`src/pim_pkg.sv`:
```
// Package for the port and macrocell register block.
// Holds register offsets, port indices, reset values and sizes used by pim_regs.
`default_nettype none

package pim_pkg;

    localparam int NUM_PORTS = 6;
    localparam int PORT_W = 8;
    localparam int ADDR_W = 8;

    // Port indices in the per-port arrays: A, B, C, D, E, G.
    localparam logic [2:0] PORT_A = 3'h0;
    localparam logic [2:0] PORT_B = 3'h1;
    localparam logic [2:0] PORT_C = 3'h2;
    localparam logic [2:0] PORT_D = 3'h3;
    localparam logic [2:0] PORT_E = 3'h4;
    localparam logic [2:0] PORT_G = 3'h5;

    // Port groups are laid out at BASE + 4 * port index, one word each.
    localparam logic [7:0] OFS_PIN_INPUT = 8'h00;
    localparam logic [7:0] OFS_OUTPUT_LATCH = 8'h20;
    localparam logic [7:0] OFS_DIRECTION = 8'h40;
    localparam logic [7:0] OFS_DRIVER_TYPE = 8'h60;
    localparam logic [7:0] OFS_OE_STATUS = 8'h80;
    localparam logic [7:0] OFS_INPUT_CELL = 8'hA0;
    localparam logic [7:0] OFS_CELL_BANK_A = 8'hA4;
    localparam logic [7:0] OFS_CELL_BANK_B = 8'hA8;
    localparam logic [7:0] OFS_CELL_LOCK_A = 8'hAC;
    localparam logic [7:0] OFS_CELL_LOCK_B = 8'hB0;

    localparam logic [7:0] RST_OUTPUT_LATCH = 8'h00;
    localparam logic [7:0] RST_DIRECTION = 8'h00;
    localparam logic [7:0] RST_DRIVER_TYPE = 8'h00;
    localparam logic [7:0] RST_CELL = 8'h00;
    localparam logic [7:0] RST_LOCK = 8'h00;

    localparam logic [31:0] UNMAPPED_READ = 32'h0000_0000;

endpackage

`default_nettype wire

```
`src/pim_sync.sv`:
```
// Three-stage synchroniser with agreement filter for one port's pins.
// Assumes the inputs are asynchronous to clock.
`timescale 1ns/10ps
`default_nettype none

module pim_sync
(
    // Clock and reset
    input wire logic clock,
    input wire logic rstn,
    // Data
    input wire logic [7:0] async_in,
    output logic [7:0] sync_out
);

    logic [7:0] s1_q;
    logic [7:0] s2_q;
    logic [7:0] s3_q;
    logic [7:0] out_q;
    logic [7:0] out_d;

    // A change counts once stages two and three agree.
    always_comb
    begin
        out_d = out_q;
        for (int i = 0; i < 8; i++)
        begin
            if (s2_q[i] == s3_q[i])
            begin
                out_d[i] = s3_q[i];
            end
        end
    end

    always_ff @(posedge clock or negedge rstn)
    begin
        if (!rstn)
        begin
            s1_q <= 8'h00;
            s2_q <= 8'h00;
            s3_q <= 8'h00;
            out_q <= 8'h00;
        end
        else
        begin
            s1_q <= async_in;
            s2_q <= s1_q;
            s3_q <= s2_q;
            out_q <= out_d;
        end
    end

    assign sync_out = out_q;

endmodule // pim_sync

`default_nettype wire

```
`src/pim_regs.sv`:
```
// Port and macrocell register block, Avalon-MM slave with waitrequest.
// Assumes pins are resolved outside from out/oe (oe low means driving), and
// that the macrocell logic beside it supplies its own next-state and load pulses.
// Overview of operation
// Input register read returns live pin levels, bit i is pin i.
// Output latch holds host value and drives pin in output mode.
// Direction 0 is input, 1 is output; input after reset.
// Ports A, B, C, D, E, G each have eight-bit input, output, direction.
// Ports A, B, E, G driver bit 0 push-pull, 1 open-drain.
// Port C driver bit 0 CMOS, 1 slew-rate-controlled output.
// Ports A, B, C enable-out reports driver state, 1 enabled, 0 tri-stated.
// Read-only register returns the eight input macrocell states.
// Host write to bank A or B loads the eight macrocell flip-flops.
// Read of a bank returns current macrocell outputs, not last write.
// Lock bit 1 blocks host loads of that macrocell; 0 allows.
// Writes to read-only registers are ignored and change nothing.
`timescale 1ns/10ps
`default_nettype none

module pim_regs
(
    // Clock and reset
    input wire logic clock,
    input wire logic rstn,
    // Avalon-MM slave
    input wire logic [7:0] avs_address,
    input wire logic avs_read,
    input wire logic avs_write,
    input wire logic [31:0] avs_writedata,
    input wire logic [3:0] avs_byteenable,
    output logic [31:0] avs_readdata,
    output logic avs_waitrequest,
    // Port pins, flattened port-major: port p bit i at index 8*p+i
    input wire logic [47:0] pin_in,
    output logic [47:0] pin_out,
    output logic [47:0] pin_oe_n,
    output logic [47:0] pin_slew_ctrl,
    // Macrocells
    input wire logic [7:0] input_cell_bits,
    input wire logic [7:0] cell_a_next,
    input wire logic [7:0] cell_b_next,
    input wire logic [7:0] cell_a_load,
    input wire logic [7:0] cell_b_load,
    output logic [7:0] output_cell_a_bits,
    output logic [7:0] output_cell_b_bits
);

    logic [5:0][7:0] latch_q;
    logic [5:0][7:0] latch_d;
    logic [5:0][7:0] dir_q;
    logic [5:0][7:0] dir_d;
    logic [5:0][7:0] drv_q;
    logic [5:0][7:0] drv_d;
    logic [5:0][7:0] pin_sync;
    logic [5:0][7:0] drive_en;
    logic [7:0] cell_a_q;
    logic [7:0] cell_a_d;
    logic [7:0] cell_b_q;
    logic [7:0] cell_b_d;
    logic [7:0] lock_a_q;
    logic [7:0] lock_a_d;
    logic [7:0] lock_b_q;
    logic [7:0] lock_b_d;
    logic [7:0] icell_q;
    logic [31:0] rdata_q;
    logic [31:0] rdata_d;
    logic ack_q;
    logic ack_d;
    logic wr_go;
    logic rd_go;
    logic [2:0] word_idx;
    logic [7:0] group_ofs;
    logic wr_lane;
    logic aligned;
    logic port_word;
    logic wr_port;
    logic wr_cell;

    // One wait cycle: read data is registered while waitrequest is high, and a
    // write lands only at the edge where the master samples waitrequest low.
    assign wr_go = avs_write && ack_q;
    assign rd_go = avs_read && !ack_q;
    assign avs_waitrequest = (avs_read || avs_write) && !ack_q;
    assign avs_readdata = rdata_q;
    assign wr_lane = avs_byteenable[0];
    assign word_idx = avs_address[4:2];
    assign group_ofs = {avs_address[7:5], 5'h00};

    // Byte addresses off a word boundary decode to nothing, for reads and writes alike.
    assign aligned = avs_address[1:0] == 2'h0;
    assign port_word = aligned && word_idx < 3'h6;
    assign wr_port = wr_go && wr_lane && port_word;
    assign wr_cell = wr_go && wr_lane && aligned;

    // Six eight-bit ports.
    genvar gp;
    generate
        for (gp = 0; gp < pim_pkg::NUM_PORTS; gp++)
        begin : g_port
            // Pins synchronised before readback.
            pim_sync u_sync
            (
                .clock(clock),
                .rstn(rstn),
                .async_in(pin_in[8*gp +: 8]),
                .sync_out(pin_sync[gp])
            );
            // Direction 1 drives.
            // Open-drain drives only a low level.
            assign drive_en[gp] = (gp == pim_pkg::PORT_C || gp == pim_pkg::PORT_D)
                ? dir_q[gp] : (dir_q[gp] & ~(drv_q[gp] & latch_q[gp]));
            // Latched bit goes out on the pin.
            assign pin_out[8*gp +: 8] = latch_q[gp];
            assign pin_oe_n[8*gp +: 8] = ~drive_en[gp];
            // Slew-rate mode only on port C.
            assign pin_slew_ctrl[8*gp +: 8] = (gp == pim_pkg::PORT_C)
                ? (drv_q[gp] & dir_q[gp]) : 8'h00;
        end
    endgenerate

    // Host writes to the output latches, direction and driver type.
    always_comb
    begin
        latch_d = latch_q;
        dir_d = dir_q;
        drv_d = drv_q;
        if (wr_port)
        begin
            unique case (group_ofs)
                pim_pkg::OFS_OUTPUT_LATCH:
                begin
                    latch_d[word_idx] = avs_writedata[7:0];
                end
                // Direction bits, 1 drives the pin.
                pim_pkg::OFS_DIRECTION:
                begin
                    dir_d[word_idx] = avs_writedata[7:0];
                end
                // Driver type held for every port except D, which has no driver control.
                pim_pkg::OFS_DRIVER_TYPE:
                begin
                    if (word_idx != pim_pkg::PORT_D)
                    begin
                        drv_d[word_idx] = avs_writedata[7:0];
                    end
                end
                // Read-only and unmapped offsets leave every register alone.
                default:
                begin
                end
            endcase
        end
    end

    // Every pin an input after reset.
    always_ff @(posedge clock or negedge rstn)
    begin
        if (!rstn)
        begin
            latch_q <= {6{pim_pkg::RST_OUTPUT_LATCH}};
            dir_q <= {6{pim_pkg::RST_DIRECTION}};
            drv_q <= {6{pim_pkg::RST_DRIVER_TYPE}};
        end
        else
        begin
            latch_q <= latch_d;
            dir_q <= dir_d;
            drv_q <= drv_d;
        end
    end

    // Macrocell flip-flops and their lock masks.
    always_comb
    begin
        lock_a_d = lock_a_q;
        lock_b_d = lock_b_q;
        // The macrocell logic loads first; an unlocked host write in the same cycle wins.
        for (int i = 0; i < 8; i++)
        begin
            cell_a_d[i] = cell_a_load[i] ? cell_a_next[i] : cell_a_q[i];
            cell_b_d[i] = cell_b_load[i] ? cell_b_next[i] : cell_b_q[i];
        end
        if (wr_cell)
        begin
            unique case (avs_address)
                // Host load of bank flip-flops.
                // Locked bits keep what the macrocell logic gives them.
                pim_pkg::OFS_CELL_BANK_A:
                begin
                    cell_a_d = (avs_writedata[7:0] & ~lock_a_q) | (cell_a_d & lock_a_q);
                end
                pim_pkg::OFS_CELL_BANK_B:
                begin
                    cell_b_d = (avs_writedata[7:0] & ~lock_b_q) | (cell_b_d & lock_b_q);
                end
                pim_pkg::OFS_CELL_LOCK_A:
                begin
                    lock_a_d = avs_writedata[7:0];
                end
                pim_pkg::OFS_CELL_LOCK_B:
                begin
                    lock_b_d = avs_writedata[7:0];
                end
                default:
                begin
                end
            endcase
        end
    end

    always_ff @(posedge clock or negedge rstn)
    begin
        if (!rstn)
        begin
            cell_a_q <= pim_pkg::RST_CELL;
            cell_b_q <= pim_pkg::RST_CELL;
            lock_a_q <= pim_pkg::RST_LOCK;
            lock_b_q <= pim_pkg::RST_LOCK;
        end
        else
        begin
            cell_a_q <= cell_a_d;
            cell_b_q <= cell_b_d;
            lock_a_q <= lock_a_d;
            lock_b_q <= lock_b_d;
        end
    end

    // Read mux and handshake. The read data is captured while waitrequest is
    // high, so it already stands at the edge where the master takes it.
    always_comb
    begin
        ack_d = (avs_read || avs_write) && !ack_q;
        rdata_d = rdata_q;
        if (rd_go)
        begin
            rdata_d = pim_pkg::UNMAPPED_READ;
            if (port_word)
            begin
                unique case (group_ofs)
                    // Live pin levels.
                    pim_pkg::OFS_PIN_INPUT:
                    begin
                        rdata_d[7:0] = pin_sync[word_idx];
                    end
                    pim_pkg::OFS_OUTPUT_LATCH:
                    begin
                        rdata_d[7:0] = latch_q[word_idx];
                    end
                    pim_pkg::OFS_DIRECTION:
                    begin
                        rdata_d[7:0] = dir_q[word_idx];
                    end
                    pim_pkg::OFS_DRIVER_TYPE:
                    begin
                        rdata_d[7:0] = drv_q[word_idx];
                    end
                    // Enable-out only for ports A, B, C.
                    pim_pkg::OFS_OE_STATUS:
                    begin
                        if (word_idx <= pim_pkg::PORT_C)
                        begin
                            rdata_d[7:0] = drive_en[word_idx];
                        end
                    end
                    default:
                    begin
                    end
                endcase
            end
            unique case (avs_address)
                // Input macrocell states.
                pim_pkg::OFS_INPUT_CELL:
                begin
                    rdata_d[7:0] = icell_q;
                end
                // Current flip-flop outputs, not the last value written.
                pim_pkg::OFS_CELL_BANK_A:
                begin
                    rdata_d[7:0] = cell_a_q;
                end
                pim_pkg::OFS_CELL_BANK_B:
                begin
                    rdata_d[7:0] = cell_b_q;
                end
                pim_pkg::OFS_CELL_LOCK_A:
                begin
                    rdata_d[7:0] = lock_a_q;
                end
                pim_pkg::OFS_CELL_LOCK_B:
                begin
                    rdata_d[7:0] = lock_b_q;
                end
                default:
                begin
                end
            endcase
        end
    end

    always_ff @(posedge clock or negedge rstn)
    begin
        if (!rstn)
        begin
            icell_q <= 8'h00;
            rdata_q <= 32'h0000_0000;
            ack_q <= 1'b0;
        end
        else
        begin
            icell_q <= input_cell_bits;
            rdata_q <= rdata_d;
            ack_q <= ack_d;
        end
    end

    assign output_cell_a_bits = cell_a_q;
    assign output_cell_b_bits = cell_b_q;

endmodule // pim_regs

`default_nettype wire

```
`config.mk`:
```
export PLATFORM = sky130hd
export DESIGN_NAME = pim_regs
export DESIGN_NICKNAME = d
export VERILOG_FILES = /design/src/pim_pkg.sv /design/src/pim_sync.sv /design/src/pim_regs.sv
export SDC_FILE = /design/constraint.sdc
export NUM_CORES = 1
export LEC_CHECK = 0
export BUFFER_PORTS_ARGS = -buffer_cell sky130_fd_sc_hd__buf_2
export CAP_MARGIN = 10
export CORE_MARGIN = 3
export CORE_UTILIZATION = 30
export DETAILED_ROUTE_END_ITERATION = 10
export SLEW_MARGIN = 10
export SYNTH_ARGS = -nofsm -noshare
export SYNTH_HDL_FRONTEND = slang
export SYNTH_SLANG_ARGS = --single-unit
```
`constraint.sdc`:
```
create_clock -name clock -period 3.07 [get_ports clock]
set_clock_uncertainty 0.15 [all_clocks]
set_input_delay 0.614 -clock clock [delete_from_list [all_inputs] [get_ports clock]]
set_output_delay 0.614 -clock clock [all_outputs]
set_load 0.005 [all_outputs]
```
### Word level (Yosys, flattened, before mapping)

Index checks and enable logic that the tools add are counted.
Widths: inputs -> output; s select.

| storage, ports and cells | value |
|---|---|
| bits in registers | 385 |
| bits of input ports | 136 |
| output and inout bits | 193 |

| operators by class | value |
|---|---|
| $lt $le $gt $ge | 4 |
| equality and inequality tests | 58 |
| muxes and demuxes | 39 |
| bitwise operators | 27 |
| reduce and logical (&&, ||, !) cells | 17 |

Operators with widths:

| cell | number |
|---|---|
| $bwmux 48 | 3 |
| $bmux 8 s3 | 5 |
| $and 8x8->8 | 13 |
| $mux 8 | 12 |
| $not 8->8 | 12 |
| $pmux 8 s5 | 2 |
| $eq 1x1->1 | 48 |
| $eq 8x8->1 const B | 5 |
| $demux 8 s3 | 1 |
| $mux 1 | 16 |
| $or 8x8->8 | 2 |
| $logic_and 1x1->1 | 8 |
| $logic_not 8->1 | 1 |
| $reduce_and 2->1 | 4 |
| $eq 3x2->1 const B | 2 |
| $lt 3x4->1 const B | 1 |
| $eq 3x1->1 const B | 1 |
| $eq 3x3->1 const B | 1 |
| $ge 3x1->1 const B | 1 |
| $le 3x2->1 const B | 1 |
| $lt 3x3->1 const B | 1 |
| $ne 3x2->1 const B | 1 |
| $reduce_and 3->1 | 1 |
| $logic_not 2->1 | 1 |
| other kinds (2) | 2 |

### Longest topological paths before layout

Gate-level depths: netlist (run 1).

| logic depth | value |
|---|---|
| depth after elaboration | 9 |
| mapped depth | 10 |

### Modules after synthesis

Synthesis (run 1) repeated with hierarchy kept, for this count alone.

| unflattened totals | value |
|---|---|
| cells, all modules | 1143 |
| area, all modules | 15901.5 um^2 |

Modules (own cells, without submodules):

| module | times used | cells an instance | area each (um^2) | sequential area each (um^2) |
|---|---|---|---|---|
| pim_regs | 1 | 903 | 10556.4 | 4829.6 |
| pim_sync | 6 | 40 | 890.9 | 800.8 |

### Least setup slack after synthesis (run 1)

Ideal clock, no wire load.

| path | value |
|---|---|
| kind | input to register |
| start | in avs_address[5] |
| end | reg drv_q[40] (netlist name) |
| arrival | 2.287 ns |
| required time | 2.795 ns |
| path slack | 0.508 ns |
| stages | 8 |
| cells stage by stage | buf_4 nor2b_1 clkbuf_1 nand2_1 a211oi_4 and3_1 buf_4 mux2_2 |

| on the way | value |
|---|---|
| cells in the longest elaborated chain, start to end | 2 |

Ends and longest elaborated chain:

| element | RTL line | RTL |
|---|---|---|
| start: declaration | pim_regs.sv:26 | `input wire logic [7:0] avs_address,` |
| $eq 3x2->1 | pim_regs.sv:129 | `unique case (group_ofs)` |
| $reduce_and 3->1 (no line) | -- |  |
| end signal: assignment | pim_regs.sv:162 | `drv_q <= {6{pim_pkg::RST_DRIVER_TYPE}};` |
| end signal: assignment | pim_regs.sv:168 | `drv_q <= drv_d;` |
| end: declaration | pim_regs.sv:52 | `logic [5:0][7:0] drv_q;` |

No other way between the ends.
A chain may end at the register's enable or synchronous reset.

### Worst setup path in the final report (run 1)

| path | value |
|---|---|
| start | reg ack_q |
| end | reg latch_q, in the netlist pin_out[37] |

| on the way | value |
|---|---|
| cells in the longest elaborated chain, start to end | 4 |

Ends and longest elaborated chain:

| element | RTL line | RTL |
|---|---|---|
| start: declaration | pim_regs.sv:67 | `logic ack_q;` |
| start signal: assignment | pim_regs.sv:313 | `ack_q <= ack_d;` |
| $logic_and 1x1->1 | pim_regs.sv:81 | `assign wr_go = avs_write && ack_q;` |
| $logic_and 1x1->1 (2 in series) | pim_regs.sv:92 | `assign wr_port = wr_go && wr_lane && port_word;` |
| $reduce_and 2->1 (no line) | -- |  |
| end signal: assignment | pim_regs.sv:160 | `latch_q <= {6{pim_pkg::RST_OUTPUT_LATCH}};` |
| end signal: assignment | pim_regs.sv:166 | `latch_q <= latch_d;` |
| end: declaration | pim_regs.sv:48 | `logic [5:0][7:0] latch_q;` |

No other way between the ends.

==> results of run 1 <==
## sequential cells by signal, summed over array words and instances (netlist names), 48 cells and up
signal,flops
g_port.u_sync.s1_q,48
g_port.u_sync.s2_q,48
g_port.u_sync.s3_q,48
g_port.u_sync.sync_out,48
pin_out,48
drv_q,48
dir_q,48
## cells by family after synthesis
kind of cell | count (synthesis) | share of synthesized area (%)
and+or+nand+nor | 174 | 5.35
muxes | 243 | 18.4
AOI/OAI and AO/OA | 153 | 6.89
adders and majority gates | 48 | 3.04
DFF | 385 | 61.0
other | 1 | 0.0238
buffers and inverters | 149 | 5.29
## cell usage in the layout, fill, tap and decap left out, drive strengths merged, types with 9 or more instances in the layout
cell type	synthesis	layout
maj3	48	48
nor2	24	24
o21ai	39	39
a31oi	9	9
clkinv	0	10
nand2	95	95
mux2	165	165
inv	20	22
and2	14	14
a21oi	19	19
mux2i	57	57
dlygate4sd3	0	57
mux4	21	21
nand3	11	11
clkbuf	39	64
buf	90	300
dfrtp	385	385
o31a	17	17
conb	1	64
o22ai	12	12
## stage by stage
| stage | cell area, sq um | utilization [%] | power [uW] | hold slack [ns] | std cells |
|---|---|---|---|---|---|
| after CTS | 20000 | 38.7 | 11900 | 0.146 | 2204 |
| after global routing | 20000 | 38.7 | 12100 | 0.177 | 2204 |
| after detailed placement | 17900 | 34.7 | 6350 | 0.185 | 2067 |
| after global placement | 17900 | 34.7 | 6340 | 0.184 | 2067 |
| after floorplan | 16000 | - | 5930 | 0.168 | 1216 |
| final | 20000 | 38.7 | 11700 | 0.179 | 2206 |
## worst max path at each step
stage / startpoint / to / slack [ns] / depth (start not counted)
after floorplan: avs_address[5] / drv_q[40] / 0.51 / 8
after global placement: avs_address[2] / avs_readdata[3] / 0.16 / 8
after detailed placement: avs_address[2] / avs_readdata[3] / 0.16 / 8
after CTS: ack_q / pin_out[36] / 0.60 / 6
after global routing: ack_q / pin_out[36] / 0.42 / 6
final: ack_q / pin_out[37] / 0.52 / 6
## critical path, stage by stage (launching register included)
cell     delay, ns
dfrtp_1       0.39
and3_1        0.34
nand2_1       0.30
nor2_1        0.34
nand2_1       0.36
buf_4         0.29
mux2_2        0.27
## power by group through the flow
stage / clock (uW) / sequential [uW] / combinational [uW]
after floorplan: 0 / 5490 / 444
after global placement: 0 / 5520 / 811
after detailed placement: 0 / 5530 / 820
after CTS: 5530 / 5440 / 880
after global routing: 5700 / 5470 / 957
final: 5360 / 5440 / 869
## layer usage
layer | part of all wire (%) | vias to the layer above | wire length (um) | GRT usage (%)
li1 | - | 4684 | - | -
met1 | 42 | 5325 | 20200 | 22.5
met2 | 45 | 425 | 21300 | 25.9
met3 | 9.6 | 92 | 4590 | 6.15
met4 | 3.4 | 4 | 1650 | 5.88
met5 | 0.048 | - | 23 | 0
## area by class of cell
type | instances | area (sq um) | share of cell area, %
Antenna cell | 2 | 5.00 | 0.0250
Inverter | 20 | 75.1 | 0.375
Sequential cell | 385 | 9630 | 48.1
Timing Repair Buffer | 357 | 2380 | 11.9
Clock inverter | 16 | 204 | 1.02
Tap cell | 680 | 851 | 4.25
Clock buffer | 64 | 1310 | 6.53
Multi-Input combinational cell | 682 | 5560 | 27.8
==> impl_metrics.json, run 1 <==
{
  "io_buffer_count": 237,
  "drt_pass1_iterations": 5,
  "cts_tree": "built",
  "rsz0062_at_grt": "no",
  "syn-instance-count": 1153,
  "die_x_um": 235,
  "drtIter0Drc": 652,
  "core-area_sq_um": 51700,
  "nets": 1627,
  "viasPerCell": 4.77,
  "peakVddDrop_uv": 339,
  "area_growth_syn_to_layout_pct": 26.8,
  "r2r.worst_path.cells": 6,
  "cap_viol_max_count": 0,
  "p_leak_uw": 0.00936,
  "drcViolationCount": 0,
  "whs_endpoint": "ack_q",
  "post-synth-top-area-cell": "dfrtp_1",
  "yosysWarnings": 0,
  "start_kind": "register",
  "start_util_pct": 30.5,
  "synth_cell_types": 54,
  "nFillCells": 4977,
  "intPower_uw": 8860,
  "fp-row-count": 83,
  "cts.sinks": 385,
  "period_share_pct": 83.0,
  "power_frac_clock_pct": 46.0,
  "grt.overflow.total": 0,
  "hold_path.startpoint": "avs_write",
  "hold_buffers": 57,
  "post-cts-setup-buffers": 0,
  "worst_pin_slew_ns": 0.599,
  "ys_top_cells_by_area": "dfrtp_1 61%, mux2_2 12%, mux2i_1 3.6%",
  "numCtsBuffers": 45,
  "setup_tns_ns": 0,
  "post_cts_resized": 0,
  "track_usage_pct": 17.0,
  "grt_max_degree": 75,
  "relSlewSlack_pct": 60.0,
  "grt_pass1_vias": 10851,
  "crit_path_max_fanout": 5,
  "power_density_nw_per_um2": 583,
  "clk_latency_ns": 0.59,
  "syn_avg_cell_area_sq_um": 13.7,
  "grt_pass1_wl_um": 71200,
  "synthFlopType": "dfrtp_1",
  "fin_ws_ns": 0.521,
  "r2r-end": "pin_out[37]",
  "hold_class": "in2reg",
  "synth_area_sq_um": 15800,
  "comb_power_share_pct": 7.4,
  "swShare_pct": 24.1,
  "dr_total_vias": 10530,
  "cp.arrival_ns": 2.86,
  "cts-root-buf": "clkbuf_16",
  "die_area_sq_um": 55400,
  "finalHoldViolCount": 0,
  "finalMaxSlewViolations": 0,
  "max_freq_mhz": 392,
  "antenna_found_initial": 5,
  "drive_above_1_share_pct": 38.0,
  "io_pins": 329,
  "synthArstFlopShare_pct": 100,
  "wire_per_inst_um": 21.7,
  "synth_top_area_share_pct": 61.0,
  "power_frac_seq_pct": 46.6,
  "clk_pin_slew_ns": 0.06,
  "htreeDepth": 2,
  "cp-end-kind": "register",
  "finalWirelength_um": 47800,
  "ys_seq_area_share_pct": 61.0,
  "crit_required_ns": 3.38,
  "min_period_ns": 2.55,
  "synth_seq_cells": 385,
  "p_switching_uw": 2810,
  "setup_violations": 0,
  "synth_edf_count": 0,
  "worstSetupPathType": "reg2reg",
  "die_h_um": 235,
  "hold_depth": 3,
  "rrSetupSlack_ns": 0.52,
  "status": "finished clean",
  "dpl.hpwl_um": 34100,
  "ys_top_cells_by_count": "385 x dfrtp_1, 165 x mux2_2, 87 x nand2_1",
  "timing.rr.start": "ack_q",
  "clk_path_buf_depth": 3,
  "postRouteAntennaNets": 0,
  "dp_slack_ns": 0.164,
  "gp_congestion": 0.852,
  "yosysMostFrequentCell": "dfrtp_1"
}
No activity file was read; power rests on OpenSTA's default activity.
==> inputs of run 2 (changes only) <==
- clock period: 3.07 -> 2.2 ns (I/O delays scaled with it)
==> impl_metrics.json, run 2 (synthesis gave the netlist of run 1 again) <==
{
  "status": "finished clean",
  "fp-row-count": 83,
  "io_pins": 329,
  "grt_pass1_wl_um": 72500,
  "cp.arrival_ns": 2.42,
  "gp_congestion": 0.878,
  "postRouteAntennaNets": 0,
  "grt_pass1_vias": 11048,
  "grt.overflow.total": 0,
  "fin_area_sq_um": 20700,
  "n_antenna_cell": 0,
  "cap_viol_max_count": 0,
  "start_kind": "register",
  "grt_max_degree": 81,
  "finalMaxSlewViolations": 0,
  "wire_per_inst_um": 21.4,
  "clk_pin_slew_ns": 0.06,
  "crit_path_max_fanout": 6,
  "area_growth_syn_to_layout_pct": 31.0,
  "die_x_um": 235,
  "worstSetupPathType": "reg2reg",
  "final_common_cell": "dfrtp_1",
  "regArea_sq_um": 9630,
  "start_util_pct": 30.5,
  "core-area_sq_um": 51700,
  "htreeDepth": 2,
  "finalHoldViolCount": 0,
  "antenna_found_initial": 4,
  "viasPerCell": 4.70,
  "power_density_nw_per_um2": 775,
  "finalWirelength_um": 48900,
  "nFillCells": 4915,
  "cts-root-buf": "clkbuf_16",
  "cts_tree": "built",
  "holdWs_ns": 0.0736,
  "track_usage_pct": 17.4,
  "numCtsBuffers": 43,
  "setup_tns_ns": 0,
  "clk_latency_ns": 0.57,
  "crit_required_ns": 2.50,
  "cp-end-kind": "register",
  "period_share_pct": 96.3,
  "dpl.hpwl_um": 36700,
  "max_freq_mhz": 472,
  "hold_class": "in2reg",
  "die_h_um": 235,
  "cts.sinks": 385,
  "post_dp_cell_area_sq_um": 18700,
  "drtIter0Drc": 671,
  "io_buffer_count": 237,
  "drt_pass1_iterations": 5,
  "dr_total_vias": 10725,
  "drcViolationCount": 0,
  "min_period_ns": 2.12,
  "drive_above_1_share_pct": 41.4,
  "p_leak_uw": 0.00976,
  "setup_violations": 0,
  "clk_path_buf_depth": 3,
  "final_cell_mix": "385 x dfrtp_1, 234 x buf_2, 158 x mux2_2",
  "die_area_sq_um": 55400,
  "rsz0062_at_grt": "no",
  "multi_input_area_sq_um": 5610,
  "nets": 1709,
  "finalPower_uw": 16000,
  "peakVddDrop_uv": 465
}
## run 2: worst paths after layout
path	start	to	slack [ns]	depth (start not counted)
worst max-delay path	ack_q	dir_q[42]	0.08	8
worst min-delay path	cell_a_next[1]	output_cell_a_bits[1]	0.07	4
worst max register to register	ack_q	dir_q[42]	0.08	8
worst min register to register	g_port[0].u_sync.s1_q[2]	g_port[0].u_sync.s2_q[2]	0.19	0
max in group asynchronous	rstn	g_port[3].u_sync.s1_q[6]	1.00	3
min in group asynchronous	rstn	g_port[0].u_sync.s1_q[7]	0.18	2
## run 2: metal layers
metal / vias to the layer above / share of wire, % / track usage [%]
met5: - / 0.072 / 0
met4: 8 / 3.0 / 5.57
met3: 94 / 9.4 / 6.87
met2: 382 / 45 / 26.7
met1: 5390 / 43 / 22.5
li1: 4851 / - / -
## run 2: repair_timing
action	in CTS	in global routing
hold buffers	58	0
hold endpoints to repair	347	0
resized for setup	1	2
pin swaps	0	1
setup buffers	0	2
endpoints found under the setup margin	7	6
## run 2: cell type report
cell class / count / area share (%)
Multi-Input combinational cell: 682 / 27.1
Inverter: 20 / 0.363
Timing Repair Buffer: 441 / 15.0
Sequential cell: 385 / 46.6
Clock buffer: 58 / 5.97
Clock inverter: 18 / 0.799
Tap cell: 680 / 4.12
## run 2: worst max-delay path, cell delays in order, from the launching register on
cell and delay, ns:
dfrtp_1 0.35, and3_4 0.23, nand2_2 0.12, nor4_4 0.31, buf_4 0.16, buf_4 0.09, nand3_2 0.08, buf_4 0.22
mux2_2 0.29
## run 2: report_power, final
part / switching, uW / total, uW / leakage [uW] / internal, uW
Combinational: 700 / 1320 / 0.00420 / 622
Sequential: 191 / 7590 / 0.00486 / 7400
Clock: 2920 / 7100 / 0.000698 / 4170
Total: 3810 / 16000 / 0.00976 / 12200
## run 2: stage by stage
| step | setup slack (ns) | utilization, % | cells |
|---|---|---|---|
| floorplan | -0.0424 | - | 1216 |
| global placement | -0.236 | 36.1 | 2148 |
| detailed placement | -0.233 | 36.1 | 2148 |
| CTS | 0.0631 | 39.9 | 2282 |
| global route | 0.0294 | 40.0 | 2284 |
| finish | 0.0807 | 40.0 | 2284 |
==> inputs of run 3 (changes only) <==
- REMOVE_ABC_BUFFERS: unset -> 1
==> impl_metrics.json, run 3 (synthesis gave the netlist of run 1 again) <==
{
  "status": "finished clean",
  "nFillCells": 4978,
  "io_pins": 329,
  "cts_tree": "built",
  "dr_total_vias": 10838,
  "finalWirelength_um": 50100,
  "p_leak_uw": 0.00970,
  "crit_path_max_fanout": 8,
  "setup_tns_ns": 0,
  "worstSetupPathType": "reg2reg",
  "numCtsBuffers": 44,
  "area_growth_syn_to_layout_pct": 30.3,
  "cp.arrival_ns": 2.39,
  "n_antenna_cell": 0,
  "clk_latency_ns": 0.58,
  "crit_required_ns": 2.50,
  "htreeDepth": 2,
  "grt_pass1_wl_um": 74300,
  "final_cell_mix": "385 x dfrtp_1, 234 x buf_2, 165 x mux2_2",
  "grt.overflow.total": 0,
  "grt_pass1_vias": 11317,
  "nets": 1703,
  "stdcell_count": 2278,
  "drive_above_1_share_pct": 41.2,
  "cts-root-buf": "clkbuf_16",
  "period_share_pct": 94.8,
  "max_freq_mhz": 480,
  "postRouteAntennaNets": 0,
  "grt_max_degree": 69,
  "cp-end-kind": "register",
  "track_usage_pct": 17.9,
  "r2r.worst_path.cells": 6,
  "start_kind": "register",
  "fin_area_sq_um": 20600,
  "drt_pass1_iterations": 5,
  "core-area_sq_um": 51700,
  "clk_path_buf_depth": 3,
  "finalPower_uw": 16400,
  "post_dp_cell_area_sq_um": 18500,
  "drtIter0Drc": 663,
  "fp-row-count": 83,
  "peakVddDrop_uv": 537,
  "clk_pin_slew_ns": 0.06,
  "gp_congestion": 0.883,
  "power_density_nw_per_um2": 798,
  "regArea_sq_um": 9630,
  "min_period_ns": 2.08,
  "final_common_cell": "dfrtp_1",
  "finalHoldViolCount": 0,
  "die_x_um": 235,
  "hold_class": "in2reg",
  "cap_viol_max_count": 0,
  "viasPerCell": 4.76,
  "dp_slack_ns": -0.305,
  "rrSetupSlack_ns": 0.12,
  "start_util_pct": 30.5,
  "io_buffer_count": 237,
  "multi_input_area_sq_um": 5560,
  "wire_per_inst_um": 22.0,
  "fin_ws_ns": 0.115,
  "die_h_um": 235,
  "antenna_found_initial": 2,
  "finalMaxSlewViolations": 0,
  "drcViolationCount": 0,
  "hold_depth": 3,
  "dpl.hpwl_um": 36800,
  "place_inst": 2142,
  "die_area_sq_um": 55400,
  "setup_violations": 0,
  "rsz0062_at_grt": "no",
  "cts.sinks": 385
}
==> run 3: final cells by class <==
class                           instances  share of cell area (%)
Sequential cell                       385                    46.8
Multi-Input combinational cell        682                    27.0
Timing Repair Buffer                  434                    14.4
Clock buffer                           54                    5.99
Tap cell                              680                    4.14
Clock inverter                         23                    1.25
Inverter                               20                   0.365
==> run 3: final timing paths <==
check	startpoint	end
max in group asynchronous	rstn	avs_readdata[3]
setup / recovery	ack_q	drv_q[23]
setup reg to reg	ack_q	drv_q[23]
hold reg to reg	g_port[4].u_sync.s1_q[3]	g_port[4].u_sync.s2_q[3]
hold / removal	avs_write	ack_q
min in group asynchronous	rstn	g_port[0].u_sync.s1_q[7]
==> run 3: power by group <==
group / total [uW] / internal, uW / switching, uW
logic: 1310 / 603 / 710
registers: 7590 / 7400 / 185
clock network: 7510 / 4460 / 3050
==> run 3: what timing repair did <==
| item | CTS | global route |
|---|---|---|
| endpoints found under the hold margin | 176 | 0 |
| hold buffers | 57 | 0 |
| resized for setup | 0 | 1 |
| endpoints found under the setup margin | 0 | 14 |
| setup buffers | 0 | 2 |
==> run 3: per-layer routing <==
layer | wire length [um] | GRT usage (%) | vias to the layer above
met5 | 92 | 0.952 | -
met2 | 22800 | 27.7 | 417
met1 | 21600 | 23.9 | 5485
met3 | 4170 | 5.35 | 97
met4 | 1460 | 5.81 | 8
li1 | - | - | 4831
==> run 3: critical path, cell delays in order, from the launching register on <==
cell and delay (ns):
dfrtp_1 0.34, and3_1 0.28, nand2_2 0.16, a211oi_4 0.30, buf_4 0.17, nand2_2 0.22
mux2_2 0.35
==> run 3: per-stage QoR <==
stage | hold slack [ns] | util [%]
CTS | 0.00430 | 39.7
global placement | 0.182 | 35.8
detailed placement | 0.185 | 35.8
global route | 0.0394 | 39.8
finish | 0.0343 | 39.8
floorplan | -0.00559 | -
